[src/verilog/dma_pkg.sv]
// Constants, field layouts and types for the legacy DMA command interface.
// Assumes a byte-wide host I/O bus and four DMA channels.
package dma_pkg;
  localparam int          NCH            = 4;
  localparam int          DW             = 8;
  localparam int          FIFO_DEPTH     = 16;
  // Command index, taken from A3..A0 or A4..A1
  localparam logic [3:0]  CMD_STATUS     = 4'h8;
  localparam logic [3:0]  CMD_REQUEST    = 4'h9;
  localparam logic [3:0]  CMD_SMASK      = 4'hA;
  localparam logic [3:0]  CMD_MODE       = 4'hB;
  localparam logic [3:0]  CMD_CLRPTR     = 4'hC;
  localparam logic [3:0]  CMD_INIT       = 4'hD;
  localparam logic [3:0]  CMD_CLRMASK    = 4'hE;
  localparam logic [3:0]  CMD_ALLMASK    = 4'hF;
  localparam logic [15:0] BANK_SEL_ADDR  = 16'hFFE0;
  localparam logic [15:0] BANK_LOW_ADDR  = 16'hFFE1;
  // Global command bits
  localparam int          GC_DISABLE     = 2;
  localparam int          GC_ROTATE      = 4;
  localparam int          GC_EXTWR       = 5;
  // Request and single-mask data bit
  localparam int          SET_BIT        = 2;
  // Mode fields
  localparam int          MD_TRANSFER_DIRECTION        = 2;
  localparam int          MD_AUTO        = 4;
  localparam int          MD_ADDRESS_DIRECTION        = 5;
  localparam int          MD_TRANSFER_MODE_FIELD       = 6;
  localparam logic [1:0]  TRANSFER_MODE_FIELD_CASCADE  = 2'h3;
  // Status layout
  localparam int          ST_TC          = 0;
  localparam int          ST_RQ          = 4;
  // Reset values
  localparam logic [3:0]  MASK_RST       = 4'hF;
  localparam logic [7:0]  GCMD_RST       = 8'h00;
  localparam logic [5:0]  MODE_RST       = 6'h00;
  localparam logic [7:0]  BYTE_RST       = 8'h00;
  typedef enum logic [2:0]
  {
    ST_IDLE  = 3'b001,
    ST_HOLD  = 3'b010,
    ST_SERVE = 3'b100
  } arb_state_e;
endpackage

[src/verilog/dma_legacy_command_interface.sv]
// Legacy-mode DMA command block with bank registers, arbiter and data FIFO.
// Assumes host strobes, address and data synchronous to clk; dma_cs comes from system decode.
//
// Contract
// RQ1 - Status request bits follow request inputs even while masked.
// RQ2 - Terminal-count bits set on count end or end input; cleared by status read.
// RQ3 - Extended write makes write strobe match read strobe timing.
// RQ4 - Rotating-priority bit selects rotating arbitration instead of fixed.
// RQ5 - Disable bit blocks hold request despite valid requests; code lets a channel already in service keep hold until it ends.
// RQ6 - Request write sets or clears chosen channel's software request.
// RQ7 - Single-mask write masks or unmasks the chosen channel.
// RQ8 - All-mask write loads four mask bits; one masks, zero unmasks.
// RQ9 - Mode write applies bits 2 to 7 only to chosen channel.
// RQ10 - Transfer-mode field selects mode; one code means cascade.
// RQ11 - Address direction zero increments, one decrements per byte.
// RQ12 - Auto-initialize bit enables auto reload for the channel.
// RQ13 - Transfer-direction field selects channel transfer direction.
// RQ14 - Clear-pointer, initialize, clear-masks act on any write, data ignored.
// RQ15 - Clear-pointer write resets byte pointer; software issues it first.
// RQ16 - Initialize write returns the unit to its reset state; code keeps the bank registers and FIFO state.
// RQ17 - Clear-masks write unmasks all four channels.
// RQ18 - Bank bits 0 to 3 give A16 to A19; software writes upper zeros.
// RQ19 - Bank I/O address is relocation high byte plus low register at FFE1H.
// RQ20 - Grouping selects which address bits hold low address and bank index.
// RQ21 - Bank registers decode only in legacy mode when enabled; others always.
// RQ22 - Outside legacy mode, upper address comes from channel address high byte.
// RQ23 - Byte pointer clears at reset and command, toggles each address/count access.
// RQ24 - Command selection uses A3..A0 or A4..A1 by grouping bit.
// RQ25 - A15 carry enters A16 only when carry enable is set.
// RQ26 - Masked channels are never granted; unmasked software requests count.
// RQ27 - Write-only addresses read undefined; writes act at end of host cycle.
`timescale 1ns/1ps

module dma_byte_fifo
#(
  parameter int W = 8,
  parameter int D = 16
)
(
  input  wire logic         clk,
  input  wire logic         arst_n,
  input  wire logic         in_valid,
  output logic              in_ready,
  input  wire logic [W-1:0] in_data,
  output logic              out_valid,
  input  wire logic         out_ready,
  output logic [W-1:0]      out_data
);
  localparam int AW = $clog2(D);
  logic [W-1:0] mem [D];
  logic [AW:0]  wp_reg, wp_next, rp_reg, rp_next;
  logic         push, pop;

  assign in_ready  = (wp_reg - rp_reg) != (AW+1)'(D);
  assign out_valid = wp_reg != rp_reg;
  assign out_data  = mem[rp_reg[AW-1:0]];
  assign push      = in_valid & in_ready;
  assign pop       = out_valid & out_ready;

  always_comb
  begin
    wp_next = wp_reg + (AW+1)'(push);
    rp_next = rp_reg + (AW+1)'(pop);
  end

  always_ff @(posedge clk or negedge arst_n)
  begin
    if (!arst_n)
    begin
      wp_reg <= '0;
      rp_reg <= '0;
    end
    else
    begin
      wp_reg <= wp_next;
      rp_reg <= rp_next;
    end
  end

  // Storage has no reset; contents are only visible once written
  always_ff @(posedge clk)
  begin
    if (push)
      mem[wp_reg[AW-1:0]] <= in_data;
  end
endmodule // dma_byte_fifo

module dma_legacy_command_interface
(
  input  wire logic                      clk,
  input  wire logic                      arst_n,
  input  wire logic [15:0]               io_addr,
  input  wire logic [dma_pkg::DW-1:0]    io_wdata,
  input  wire logic                      io_wr,
  input  wire logic                      io_rd,
  input  wire logic                      dma_cs,
  output logic [dma_pkg::DW-1:0]         io_rdata,
  input  wire logic                      address_grouping,
  input  wire logic                      legacy_mode,
  input  wire logic                      peripheral_select,
  input  wire logic                      carry_enable,
  input  wire logic [7:0]                high_page_relocation,
  input  wire logic [dma_pkg::NCH-1:0]   channel_request_in,
  input  wire logic [dma_pkg::NCH-1:0]   end_in,
  input  wire logic [dma_pkg::NCH-1:0]   count_end_in,
  input  wire logic                      addr_carry,
  input  wire logic [7:0]                chan_addr_high,
  input  wire logic                      hold_ack,
  output logic                           hold_request,
  output logic [dma_pkg::NCH-1:0]        grant,
  output logic                           xfer_rd_strobe,
  output logic                           xfer_wr_strobe,
  output logic [3:0]                     upper_address,
  output logic                           byte_pointer,
  output logic [2*dma_pkg::NCH-1:0]      transfer_mode_field,
  output logic [dma_pkg::NCH-1:0]        cascade_channel,
  output logic [dma_pkg::NCH-1:0]        address_direction,
  output logic [dma_pkg::NCH-1:0]        auto_reload_enable,
  output logic [2*dma_pkg::NCH-1:0]      transfer_direction,
  input  wire logic                      src_valid,
  output logic                           src_ready,
  input  wire logic [dma_pkg::DW-1:0]    src_data,
  output logic                           dst_valid,
  input  wire logic                      dst_ready,
  output logic [dma_pkg::DW-1:0]         dst_data
);
  import dma_pkg::*;

  ////////////////////////////////////////////////////////////////////////////
  // Decoding helpers

  function automatic logic [3:0] cmd_index(input logic [15:0] a, input logic g);
    cmd_index = g ? a[3:0] : a[4:1]; // RQ24
  endfunction

  function automatic logic [1:0] pick(input logic [NCH-1:0] r, input logic [1:0] base);
    logic [1:0] idx;
    pick = base;
    for (int i = NCH-1; i >= 0; i--)
    begin
      idx = base + 2'(i);
      if (r[idx])
        pick = idx;
    end
  endfunction

  ////////////////////////////////////////////////////////////////////////////
  // Host cycle capture: writes act when the strobe falls

  logic [15:0]       addr_reg, addr_next;
  logic [7:0]        wdata_reg, wdata_next;
  logic              wr_q_reg, rd_q_reg;
  logic              wr_end, rd_end, cs_reg, cs_next;
  logic [3:0]        widx, ridx;
  logic              bank_hit;
  logic [1:0]        bank_idx;

  always_comb
  begin
    addr_next  = io_wr | io_rd ? io_addr : addr_reg;
    wdata_next = io_wr ? io_wdata : wdata_reg;
    cs_next    = io_wr | io_rd ? dma_cs : cs_reg;
  end

  always_ff @(posedge clk or negedge arst_n)
  begin
    if (!arst_n)
    begin
      addr_reg  <= '0;
      wdata_reg <= '0;
      cs_reg    <= 1'b0;
      wr_q_reg  <= 1'b0;
      rd_q_reg  <= 1'b0;
    end
    else
    begin
      addr_reg  <= addr_next;
      wdata_reg <= wdata_next;
      cs_reg    <= cs_next;
      wr_q_reg  <= io_wr;
      rd_q_reg  <= io_rd;
    end
  end

  assign wr_end = wr_q_reg & ~io_wr; // RQ27
  assign rd_end = rd_q_reg & ~io_rd;
  assign widx   = cmd_index(addr_reg, address_grouping);
  assign ridx   = cmd_index(io_addr, address_grouping);

  // Bank window follows the relocation byte and the low address register
  logic [7:0] bank_low_reg, bank_low_next, bank_sel_reg, bank_sel_next;

  always_comb
  begin
    bank_hit = legacy_mode & peripheral_select // RQ21
             & (addr_reg[15:8] == high_page_relocation); // RQ19
    if (address_grouping) // RQ20
    begin
      bank_hit = bank_hit & (addr_reg[7:2] == bank_low_reg[7:2]);
      bank_idx = addr_reg[1:0];
    end
    else
    begin
      bank_hit = bank_hit & (addr_reg[7:3] == bank_low_reg[7:3]) & (addr_reg[0] == bank_low_reg[0]);
      bank_idx = addr_reg[2:1];
    end
  end

  ////////////////////////////////////////////////////////////////////////////
  // Register file

  logic [7:0]     gcmd_reg, gcmd_next;
  logic [NCH-1:0] mask_reg, mask_next, sreq_reg, sreq_next, tc_reg, tc_next;
  logic [5:0]     mode_reg [NCH];
  logic [5:0]     mode_next [NCH];
  logic [7:0]     bank_reg [NCH];
  logic [7:0]     bank_next [NCH];
  logic           bp_reg, bp_next;
  logic           dma_wr, init_cmd, done;
  logic [1:0]     ch_reg, ch_next;
  logic [1:0]     sel;

  assign dma_wr   = wr_end & cs_reg;
  assign init_cmd = dma_wr & (widx == CMD_INIT); // RQ16 RQ14
  assign sel      = wdata_reg[1:0];

  always_comb
  begin
    gcmd_next     = gcmd_reg;
    mask_next     = mask_reg;
    sreq_next     = sreq_reg;
    bp_next       = bp_reg;
    bank_low_next = bank_low_reg;
    bank_sel_next = bank_sel_reg;
    mode_next     = mode_reg;
    bank_next     = bank_reg;
    tc_next       = tc_reg;
    if (rd_end & cs_reg & (widx == CMD_STATUS))
      tc_next = '0; // RQ2
    if (wr_end & (addr_reg == BANK_SEL_ADDR))
      bank_sel_next = wdata_reg;
    if (wr_end & (addr_reg == BANK_LOW_ADDR))
      bank_low_next = wdata_reg; // RQ19
    if (wr_end & bank_hit)
      bank_next[bank_idx] = wdata_reg; // RQ18
    if (cs_reg & ~widx[3] & (wr_end | rd_end))
      bp_next = ~bp_reg; // RQ23
    if (dma_wr)
    begin
      case (widx)
        CMD_STATUS:  gcmd_next = wdata_reg;
        CMD_REQUEST: sreq_next[sel] = wdata_reg[SET_BIT]; // RQ6
        CMD_SMASK:   mask_next[sel] = wdata_reg[SET_BIT]; // RQ7
        CMD_MODE:    mode_next[sel] = wdata_reg[7:2]; // RQ9
        CMD_CLRPTR:  bp_next = 1'b0; // RQ15 RQ14
        CMD_CLRMASK: mask_next = '0; // RQ17 RQ14
        CMD_ALLMASK: mask_next = wdata_reg[NCH-1:0]; // RQ8
        default:     ;
      endcase
    end
    // Count end ends the channel's soft request and, outside auto reload, also masks the channel
    if (done & (count_end_in[ch_reg] | end_in[ch_reg]))
    begin
      sreq_next[ch_reg] = 1'b0;
      if (!mode_reg[ch_reg][MD_AUTO-2]) // RQ12
        mask_next[ch_reg] = 1'b1;
    end
    tc_next = tc_next | count_end_in | end_in; // RQ2
    if (init_cmd)
    begin
      gcmd_next = GCMD_RST;
      mask_next = MASK_RST;
      sreq_next = '0;
      tc_next   = '0;
      bp_next   = 1'b0;
      mode_next = '{default: MODE_RST};
    end
  end

  always_ff @(posedge clk or negedge arst_n)
  begin
    if (!arst_n)
    begin
      gcmd_reg     <= GCMD_RST;
      mask_reg     <= MASK_RST;
      sreq_reg     <= '0;
      tc_reg       <= '0;
      bp_reg       <= 1'b0; // RQ23
      bank_low_reg <= BYTE_RST;
      bank_sel_reg <= BYTE_RST;
      mode_reg     <= '{default: MODE_RST};
      bank_reg     <= '{default: BYTE_RST};
    end
    else
    begin
      gcmd_reg     <= gcmd_next;
      mask_reg     <= mask_next;
      sreq_reg     <= sreq_next;
      tc_reg       <= tc_next;
      bp_reg       <= bp_next;
      bank_low_reg <= bank_low_next;
      bank_sel_reg <= bank_sel_next;
      mode_reg     <= mode_next;
      bank_reg     <= bank_next;
    end
  end

  assign byte_pointer = bp_reg;

  // Mode fields fan out per channel
  for (genvar c = 0; c < NCH; c++)
  begin : g_mode
    assign transfer_direction[2*c +: 2]  = mode_reg[c][MD_TRANSFER_DIRECTION-2 +: 2]; // RQ13
    assign auto_reload_enable[c]         = mode_reg[c][MD_AUTO-2]; // RQ12
    assign address_direction[c]          = mode_reg[c][MD_ADDRESS_DIRECTION-2]; // RQ11
    assign transfer_mode_field[2*c +: 2] = mode_reg[c][MD_TRANSFER_MODE_FIELD-2 +: 2]; // RQ10
    assign cascade_channel[c]            = mode_reg[c][MD_TRANSFER_MODE_FIELD-2 +: 2] == TRANSFER_MODE_FIELD_CASCADE; // RQ10
  end

  ////////////////////////////////////////////////////////////////////////////
  // Read data, registered while the read strobe is high

  logic [7:0] rdata_reg, rdata_next;

  always_comb
  begin
    rdata_next = rdata_reg;
    if (io_rd)
    begin
      rdata_next = '0; // RQ27
      if (io_addr == BANK_SEL_ADDR)
        rdata_next = bank_sel_reg;
      else if (io_addr == BANK_LOW_ADDR)
        rdata_next = bank_low_reg;
      else if (dma_cs & (ridx == CMD_STATUS))
      begin
        rdata_next[ST_RQ +: NCH] = channel_request_in; // RQ1
        rdata_next[ST_TC +: NCH] = tc_reg; // RQ2
      end
      else if (bank_hit)
        rdata_next = bank_reg[bank_idx];
    end
  end

  always_ff @(posedge clk or negedge arst_n)
  begin
    if (!arst_n)
      rdata_reg <= '0;
    else
      rdata_reg <= rdata_next;
  end

  assign io_rdata = rdata_reg;

  ////////////////////////////////////////////////////////////////////////////
  // Arbiter and transfer strobes

  arb_state_e     state_reg, state_next;
  logic [1:0]     base_reg, base_next, ph_reg, ph_next;
  logic [NCH-1:0] live, gnt_reg, gnt_next;
  logic           rds_reg, rds_next, wrs_reg, wrs_next;
  logic [3:0]     up_reg, up_next;

  assign live = (channel_request_in | sreq_reg) & ~mask_reg; // RQ26
  assign done = state_reg == ST_SERVE;

  always_comb
  begin
    state_next = state_reg;
    base_next  = gcmd_reg[GC_ROTATE] ? base_reg : 2'h0; // RQ4
    ch_next    = ch_reg;
    gnt_next   = '0;
    ph_next    = 2'h0;
    case (state_reg)
      ST_IDLE:
        if (|live & ~gcmd_reg[GC_DISABLE]) // RQ5
          state_next = ST_HOLD;
      ST_HOLD:
        if (~|live | gcmd_reg[GC_DISABLE]) // RQ5
          state_next = ST_IDLE;
        else if (hold_ack)
        begin
          ch_next    = pick(live, base_next); // RQ4 RQ26
          state_next = ST_SERVE;
        end
      ST_SERVE:
      begin
        gnt_next[ch_reg] = 1'b1;
        ph_next          = ph_reg + 2'h1;
        if (~live[ch_reg] | count_end_in[ch_reg] | end_in[ch_reg] | ~hold_ack)
        begin
          state_next = ST_IDLE;
          gnt_next   = '0;
          if (gcmd_reg[GC_ROTATE])
            base_next = ch_reg + 2'h1; // RQ4
        end
      end
      default:
        state_next = ST_IDLE;
    endcase
    // Initialize drops a running grant at once, as reset does
    if (init_cmd)
    begin
      state_next = ST_IDLE; // RQ16
      gnt_next   = '0;
    end
    rds_next = gnt_next[ch_next] & (ph_next != 2'h0);
    // Normal write is late by one phase; extended write matches read
    wrs_next = gnt_next[ch_next] & (gcmd_reg[GC_EXTWR] ? ph_next != 2'h0 : ph_next[1]); // RQ3
    if (legacy_mode)
      up_next = bank_reg[ch_next][3:0] + {3'h0, addr_carry & carry_enable}; // RQ18 RQ25
    else
      up_next = chan_addr_high[3:0]; // RQ22
  end

  always_ff @(posedge clk or negedge arst_n)
  begin
    if (!arst_n)
    begin
      state_reg <= ST_IDLE;
      base_reg  <= 2'h0;
      ch_reg    <= 2'h0;
      gnt_reg   <= '0;
      ph_reg    <= 2'h0;
      rds_reg   <= 1'b0;
      wrs_reg   <= 1'b0;
      up_reg    <= 4'h0;
    end
    else
    begin
      state_reg <= state_next;
      base_reg  <= base_next;
      ch_reg    <= ch_next;
      gnt_reg   <= gnt_next;
      ph_reg    <= ph_next;
      rds_reg   <= rds_next;
      wrs_reg   <= wrs_next;
      up_reg    <= up_next;
    end
  end

  assign hold_request   = state_reg != ST_IDLE; // RQ5
  assign grant          = gnt_reg;
  assign xfer_rd_strobe = rds_reg;
  assign xfer_wr_strobe = wrs_reg;
  assign upper_address  = up_reg;

  ////////////////////////////////////////////////////////////////////////////
  // Transfer data buffer drains only while a channel is served

  logic fifo_valid;

  dma_byte_fifo #(.W(DW), .D(FIFO_DEPTH)) u_fifo
  (
    .clk       (clk),
    .arst_n    (arst_n),
    .in_valid  (src_valid),
    .in_ready  (src_ready),
    .in_data   (src_data),
    .out_valid (fifo_valid),
    .out_ready (dst_ready & done),
    .out_data  (dst_data)
  );

  assign dst_valid = fifo_valid & done;
endmodule // dma_legacy_command_interface

[config.mk]
export PLATFORM = sky130hd
export DESIGN_NAME = dma_legacy_command_interface
export DESIGN_NICKNAME = d
export VERILOG_FILES = /design/src/verilog/dma_pkg.sv /design/src/verilog/dma_legacy_command_interface.sv
export SDC_FILE = /design/constraint.sdc
export NUM_CORES = 1
export LEC_CHECK = 0
export ABC_AREA = 1
export BUFFER_PORTS_ARGS = -buffer_cell sky130_fd_sc_hd__buf_2
export CORE_ASPECT_RATIO = 2
export CORE_UTILIZATION = 29
export CTS_CLUSTER_SIZE = 20
export DETAILED_ROUTE_END_ITERATION = 10
export PLACE_DENSITY = 0.47
export SLEW_MARGIN = 25
export SYNTH_ARGS = -nofsm -noshare
export SYNTH_HDL_FRONTEND = slang
export SYNTH_SLANG_ARGS = --single-unit
[constraint.sdc]
create_clock -name clk -period 2.9 [get_ports clk]
set_input_delay 0.145 -clock clk [delete_from_list [all_inputs] [get_ports clk]]
set_output_delay 0.145 -clock clk [all_outputs]
set_load 0.01 [all_outputs]
# After elaboration in Yosys (flattened, before gate mapping)
# Memories as Yosys holds them, arrays and structs flattened.
# Index checks and enable logic that the tools add are counted.
[totals]
ff_bits = 155
ram_bits = 128
input_bits = 73
output_inout_bits = 58
wordCells = 242
memories = 1
[memory_table]
columns = ["name", "words", "word_bits", "rd", "rd_ports_with_merged_regs", "write_ports", "line_no", "rtl"]
rows = [
  ["u_fifo.mem", 16, 8, 1, 0, 1, "dma_legacy_command_interface.sv:50", "logic [W-1:0] mem [D];"],
]
[classes]
addsub = 9
order_cmp = 15
eq_ne = 30
mux = 91
n_bitwise = 52
reduce_logical = 13
[op_table]
columns = ["operator", "count"]
rows = [
  ["24-bit two-way mux", 3],
  ["4-bit two-way mux", 18],
  ["16-bit equality test (second input constant)", 4],
  ["8-bit two-way mux", 7],
  ["4-bit equality test (second input constant)", 9],
  ["8-bit binary-select mux with 2-bit select", 2],
  ["32-bit bitwise mux", 1],
  ["1-bit bitwise AND", 26],
  ["2-bit two-way mux", 13],
  ["24-bit bitwise mux", 1],
  ["6-bit two-way mux", 4],
  ["2-bit by 3-bit less-than comparator with 1-bit output (second input constant)", 7],
  ["3-bit two-way mux", 7],
  ["1-bit two-way mux", 18],
  ["1-bit binary-select mux with 2-bit select", 8],
  ["8-bit demux with 2-bit select", 1],
  ["4-bit OR", 4],
  ["6-bit binary-select mux with 2-bit select", 1],
  ["6-bit demux with 2-bit select", 1],
  ["3-bit greater-or-equal comparator (second input constant)", 4],
  ["2-bit NOT with 3-bit output", 4],
  ["4-bit one-hot mux with 3 select lines", 1],
  ["5-bit by 1-bit adder with 5-bit output", 2],
  ["3-bit one-hot mux with 3 select lines", 1],
  ["other kinds (32)", 63],
]

# Depth between registers and ports, before layout
[logic_depth]
depth_word = 17
ltp_mapped = 24
depth_no_buf = 22

# Hierarchy
# A second synthesis with hierarchy kept.
[unflattened]
cells_unflattened = 1471
area_unflattened_um2 = 13349.1
[by_module_without_submodules]
columns = ["mod", "n_inst", "cells_each", "area_per_inst_um2", "seq_area_each_um2"]
rows = [
  ["dma_legacy_command_interface", 1, 983, 7592.3, 3559.7],
  ["dma_byte_fifo", 1, 488, 5756.8, 4093.9],
]

# Worst setup path after synthesis
# No wires, ideal clock.
[synth_path]
path_kind = "register -> register"
startpoint = "reg u_fifo.rp_reg[1]"
endpoint = "mem u_fifo.mem[2][0], enable pin"
setup_time_ps = 370
arrival_time_ps = 2433
required_time_ps = 2530
slack_ps = 97
path_stages_with_launch = 13
n_path_buf = 1
synth_period_minus_slack_ps = 2803
cell_sequence = "dfrtp_1 inv_1 clkbuf_1 ha_1 inv_1 o21bai_1 a21oi_1 nand2_1 o211ai_1 nand2_1 inv_1 nand3_1 nor2_1"
[synth_between]
elab_chain_len = 5
[synth_lines]
columns = ["item", "line_no", "rtl"]
rows = [
  ["from (decl)", "dma_legacy_command_interface.sv:51", "logic [AW:0] wp_reg, wp_next, rp_reg, rp_next;"],
  ["from (signal assigned)", "dma_legacy_command_interface.sv:76", "rp_reg <= rp_next;"],
  ["5-bit subtractor", "dma_legacy_command_interface.sv:54", "assign in_ready = (wp_reg - rp_reg) != (AW+1)'(D);"],
  ["5-bit != test", "dma_legacy_command_interface.sv:54", ""],
  ["net src_ready", "dma_legacy_command_interface.sv:121", "output logic src_ready,"],
  ["1-bit bitwise AND", "dma_legacy_command_interface.sv:57", "assign push = in_valid & in_ready;"],
  ["1-bit two-way mux", "dma_legacy_command_interface.sv:83", "if (push)"],
  ["1-bit two-way mux (implied by the code)", "dma_legacy_command_interface.sv:84", "mem[wp_reg[AW-1:0]] <= in_data;"],
  ["to (decl)", "dma_legacy_command_interface.sv:50", ""],
]
# The timed path passes the listed nets, and every way through them passes these cells.

# Worst setup path after layout
[layout_path]
startpoint = "reg u_fifo.rp_reg[0]"
endpoint = "out dst_data[5] in the netlist's numbering"
[layout_between]
elab_chain_len = 1
[layout_lines]
columns = ["item", "line_no", "rtl"]
rows = [
  ["memory 16 x 8 bit", "-", ""],
  ["to (decl)", "dma_legacy_command_interface.sv:125", "output logic [dma_pkg::DW-1:0] dst_data"],
]
# No other way between the ends.

==> out/qor.tcl <==
set qor(largest_reg_flops) 128
set qor(portBuffers) 126
set qor(place.detailed.hpwl_um) 29300
set qor(worst_clock_skew_ns) 0.0213
set qor(yosysTopAreaCell) {sky130_fd_sc_hd__edfxtp_1}
set qor(async_reset_ff_share_pct) 54.3
set qor(numClockSinks) 280
set qor(crit_slowest_cell) {sky130_fd_sc_hd__dfrtp_1}
set qor(cts_max_level) 1
set qor(worst_slack_ns) 0.200
set qor(number_of_antenna_violations_at_the_first_check_in_global_routing) 0
set qor(gp_routability_congestion) 0.911
set qor(floorplan.die_area_mm2) 0.0446
set qor(synthAdderAreaFrac_pct) 1.38
set qor(timing_worst_slew_pin_value_ns) 0.696
set qor(drtAntennaViolNets) 0
set qor(reg2regPathDepth) 12
set qor(dieWidth_um) 150
set qor(yosysWarningCount) 0
set qor(worst_r2r_startpoint) {u_fifo.wp_reg[1]}
set qor(firstDrtPassIters) 6
set qor(cts_buffers) 27
set qor(timing.critical_path.from_type) {flop}
set qor(post_synth_and_or_nand_nor_area_fraction_pct) 17.3
set qor(power.ir.vdd_worst_mv) 0.495
set qor(diodes) 0
set qor(grt_pass1_wl_um) 59700
set qor(setup_repair_after_global_routing_missed_its_margin) {false}
set qor(drc) 0
set qor(path_delay_family) {buffers and inverters}
set qor(die_height_um) 298
set qor(postSynthAreaPerCell_um2) 9.55
set qor(period_minus_slack_ns) 2.70
set qor(worst-path-stages) 8
set qor(routed_wire_per_std_cell_um) 18.7
set qor(detailed_router_s_first_iteration_violation_count) 579
set qor(yosysUniqueCellTypes) 46
set qor(finalNetCount) 1620
set qor(postRouteWirelength_um) 39400
set qor(finalHoldViolations) 0
set qor(synthMuxAreaShare_pct) 0.524
set qor(vias) 10200
set qor(timing.final.max_slew_violations) 0
set qor(clk_root_buffer_cell) {sky130_fd_sc_hd__clkbuf_16}
set qor(worstSetupPathType) {reg2out}
set qor(most_frequent_cells_in_the_layout) {sky130_fd_sc_hd__nand2_1, sky130_fd_sc_hd__o21ai_0, sky130_fd_sc_hd__dfrtp_1}
set qor(yosys.area.top_type_share_pct) 30.3
set qor(hold_path.class) {in2reg}
set qor(mappedNetlistNets) 1413
set qor(synthXorXnorAreaFrac_pct) 0.968
set qor(origin_of_the_worst_min_delay_path) {carry_enable}
set qor(route.detailed.vias_per_inst) 4.86
set qor(worstPathCellList) {buf_12 > clkinv_2 > buf_12 > o21ai_0 > o221ai_1 > nand3_1 > nand3_1 > buf_2}
set qor(via_count_of_the_first_global_routing_pass) 10200
set qor(grt.overflow.total) 0
set qor(share_of_the_yosys_chip_area_belonging_to_registers_pct) 60.4
set qor(post_route_cells_drive_above_1_share_pct) 16.7
set qor(synthTopCellsByArea) {sky130_fd_sc_hd__edfxtp_1, sky130_fd_sc_hd__dfrtp_1, sky130_fd_sc_hd__nand2_1, sky130_fd_sc_hd__o21ai_0, sky130_fd_sc_hd__nor2_1}
set qor(totalNegativeSetupSlack_ns) 0
set qor(critical_path_required_ns) 2.76
set qor(cts_buffer_depth) 3
set qor(power-per-cell-area_mw_per_mm2) 758
set qor(global_route.usage.total_pct) 18.0
set qor(cts.reportedPaths.clkPinSlew_ns) 0.06
set qor(initial_core_util_pct) 29.3
set qor(critical_path_peak_fanout) 66
set qor(outcome) {complete, no violations}
set qor(power_mw) 11.8
set qor(syn_inst) 1326
set qor(ys_dominant_reg_cell) {sky130_fd_sc_hd__dfrtp_1}
set qor(cp.arrival_ns) 2.55
set qor(clk_latency_ns) 0.56
set qor(design.core.area_mm2) 0.0432
set qor(synth_compound_gate_area_share_pct) 13.9
set qor(timing.fmax_mhz) 370
set qor(cpPeakStageDelay_ns) 0.42
set qor(synthToLayoutAreaGrowth_pct) 23.4
set qor(syn-cell-area_mm2) 0.0127
set qor(synth-edff-count) 128
set qor(number_of_failing_setup_endpoints_in_the_final_timing_report) 0
set qor(worst_setup_path_end_kind) {primary output}
set qor(worst_hold_path.num_cells) 6
set qor(dpl_worst_slack_ns) 0.146
set qor(tightest_slew_margin_relative_to_the_limit_pct) 53.4
set qor(cellLeakagePower_nw) 6.76
set qor(ys_seq_elements) 280
set qor(cts_tree) {done}
set qor(maximum_number_of_pins_on_one_net_before_global_route_repair) 67
set qor(final_common_cell) {sky130_fd_sc_hd__nand2_1}
set qor(critPathLaunch) {u_fifo.rp_reg[0]}
set qor(synth_top_family_by_area) {simple AND/OR/NAND/NOR gates}
set qor(timing.final.crit_share_pct) 93.1
set qor(crit_buf_inv) 4
set qor(ioPinCount) 131
set qor(rows) 108
set qor(max-cap-violations) 0
==> kinds of logic (layout without fill, tap and decap cells) <==
family | Yosys count | count (layout)
xor gates and xnor gates | 14 | 14
and+or+nand+nor | 521 | 521
muxes | 6 | 6
AOI/OAI and AO/OA | 311 | 311
DFF | 280 | 280
buffers and inverters | 180 | 408
adders and majority gates | 14 | 14
==> Yosys cell counts (all sizes together) (5+ instances only) <==
master and n:
nor3 8, nand4 13, xor2 8, xnor2 6, buf 7, nor2 139
nor4 6, o211ai 12, ha 14, dfstp 5, inv 129, mux2 5
clkinv 5, nand3 78, edfxtp 128, clkbuf 39, a21oi 47, nand2 275
dfrtp 147, o221ai 16, o22ai 31, o21ai 186, a211oi 6
==> power by group <==
part / internal (mW) / switching (mW) / total, mW
clock: 2.07 / 1.59 / 3.66
combinational: 1.13 / 2.23 / 3.36
sequential: 4.59 / 0.218 / 4.81
total: 7.80 / 4.04 / 11.8
==> cell type report <==
| cell class | instances | area, um2 |
|---|---|---|
| Clock buffer | 28 | 679 |
| Clock inverter | 22 | 226 |
| Fill cell | 4496 | 27600 |
| Inverter | 134 | 507 |
| Multi-Input combinational cell | 866 | 4330 |
| Sequential cell | 280 | 7650 |
| Tap cell | 550 | 688 |
| Timing Repair Buffer | 224 | 1540 |
==> path summary, 6_finish.rpt <==
path	to	slack, ns
worst max-delay path	dst_data[5]	0.20
worst min-delay path	upper_address[0]	0.07
worst max register to register	u_fifo.mem[0][7]	0.20
worst min register to register	ph_reg[0]	0.43
max in group asynchronous	state_reg[0]	1.88
min in group asynchronous	io_rdata[7]	0.13
==> tightest hold or removal path: cells and delay by family <==
family                   cells  cell delay, ns
adder cells (fa/ha/maj)      1            0.15
buffers and inverters        2            0.12
AND/OR/NAND/NOR              3            0.16
==> metal layers <==
layer	track usage [%]	wire length [um]	vias to the layer above
li1	-	-	4943
met1	17.8	13400	4929
met2	35.4	22500	261
met3	1.75	1370	84
met4	9.50	2130	0
met5	0	0	-
==> per-stage QoR <==
step / utilization [%] / std cells / area, um2 / hold WS (ns)
floorplan: - / 1326 / 12700 / -0.151
global placement: 32.8 / 2002 / 14200 / 0.169
detailed placement: 32.8 / 2002 / 14200 / 0.175
CTS: 36.0 / 2102 / 15600 / 0.0400
global route: 36.1 / 2104 / 15600 / 0.0723
finish: 36.1 / 2104 / 15600 / 0.0663
==> timing repair <==
| action | 4_1_cts | 5_1_grt |
|---|---|---|
| setup buffers | 0 | 2 |
| hold buffers | 50 | 0 |
| endpoints found under the setup margin | 5 | 6 |
| resized for setup | 1 | 8 |
| pin swaps | 0 | 5 |
| hold endpoints to repair | 223 | 0 |
Power figures use the tool's default switching activity.
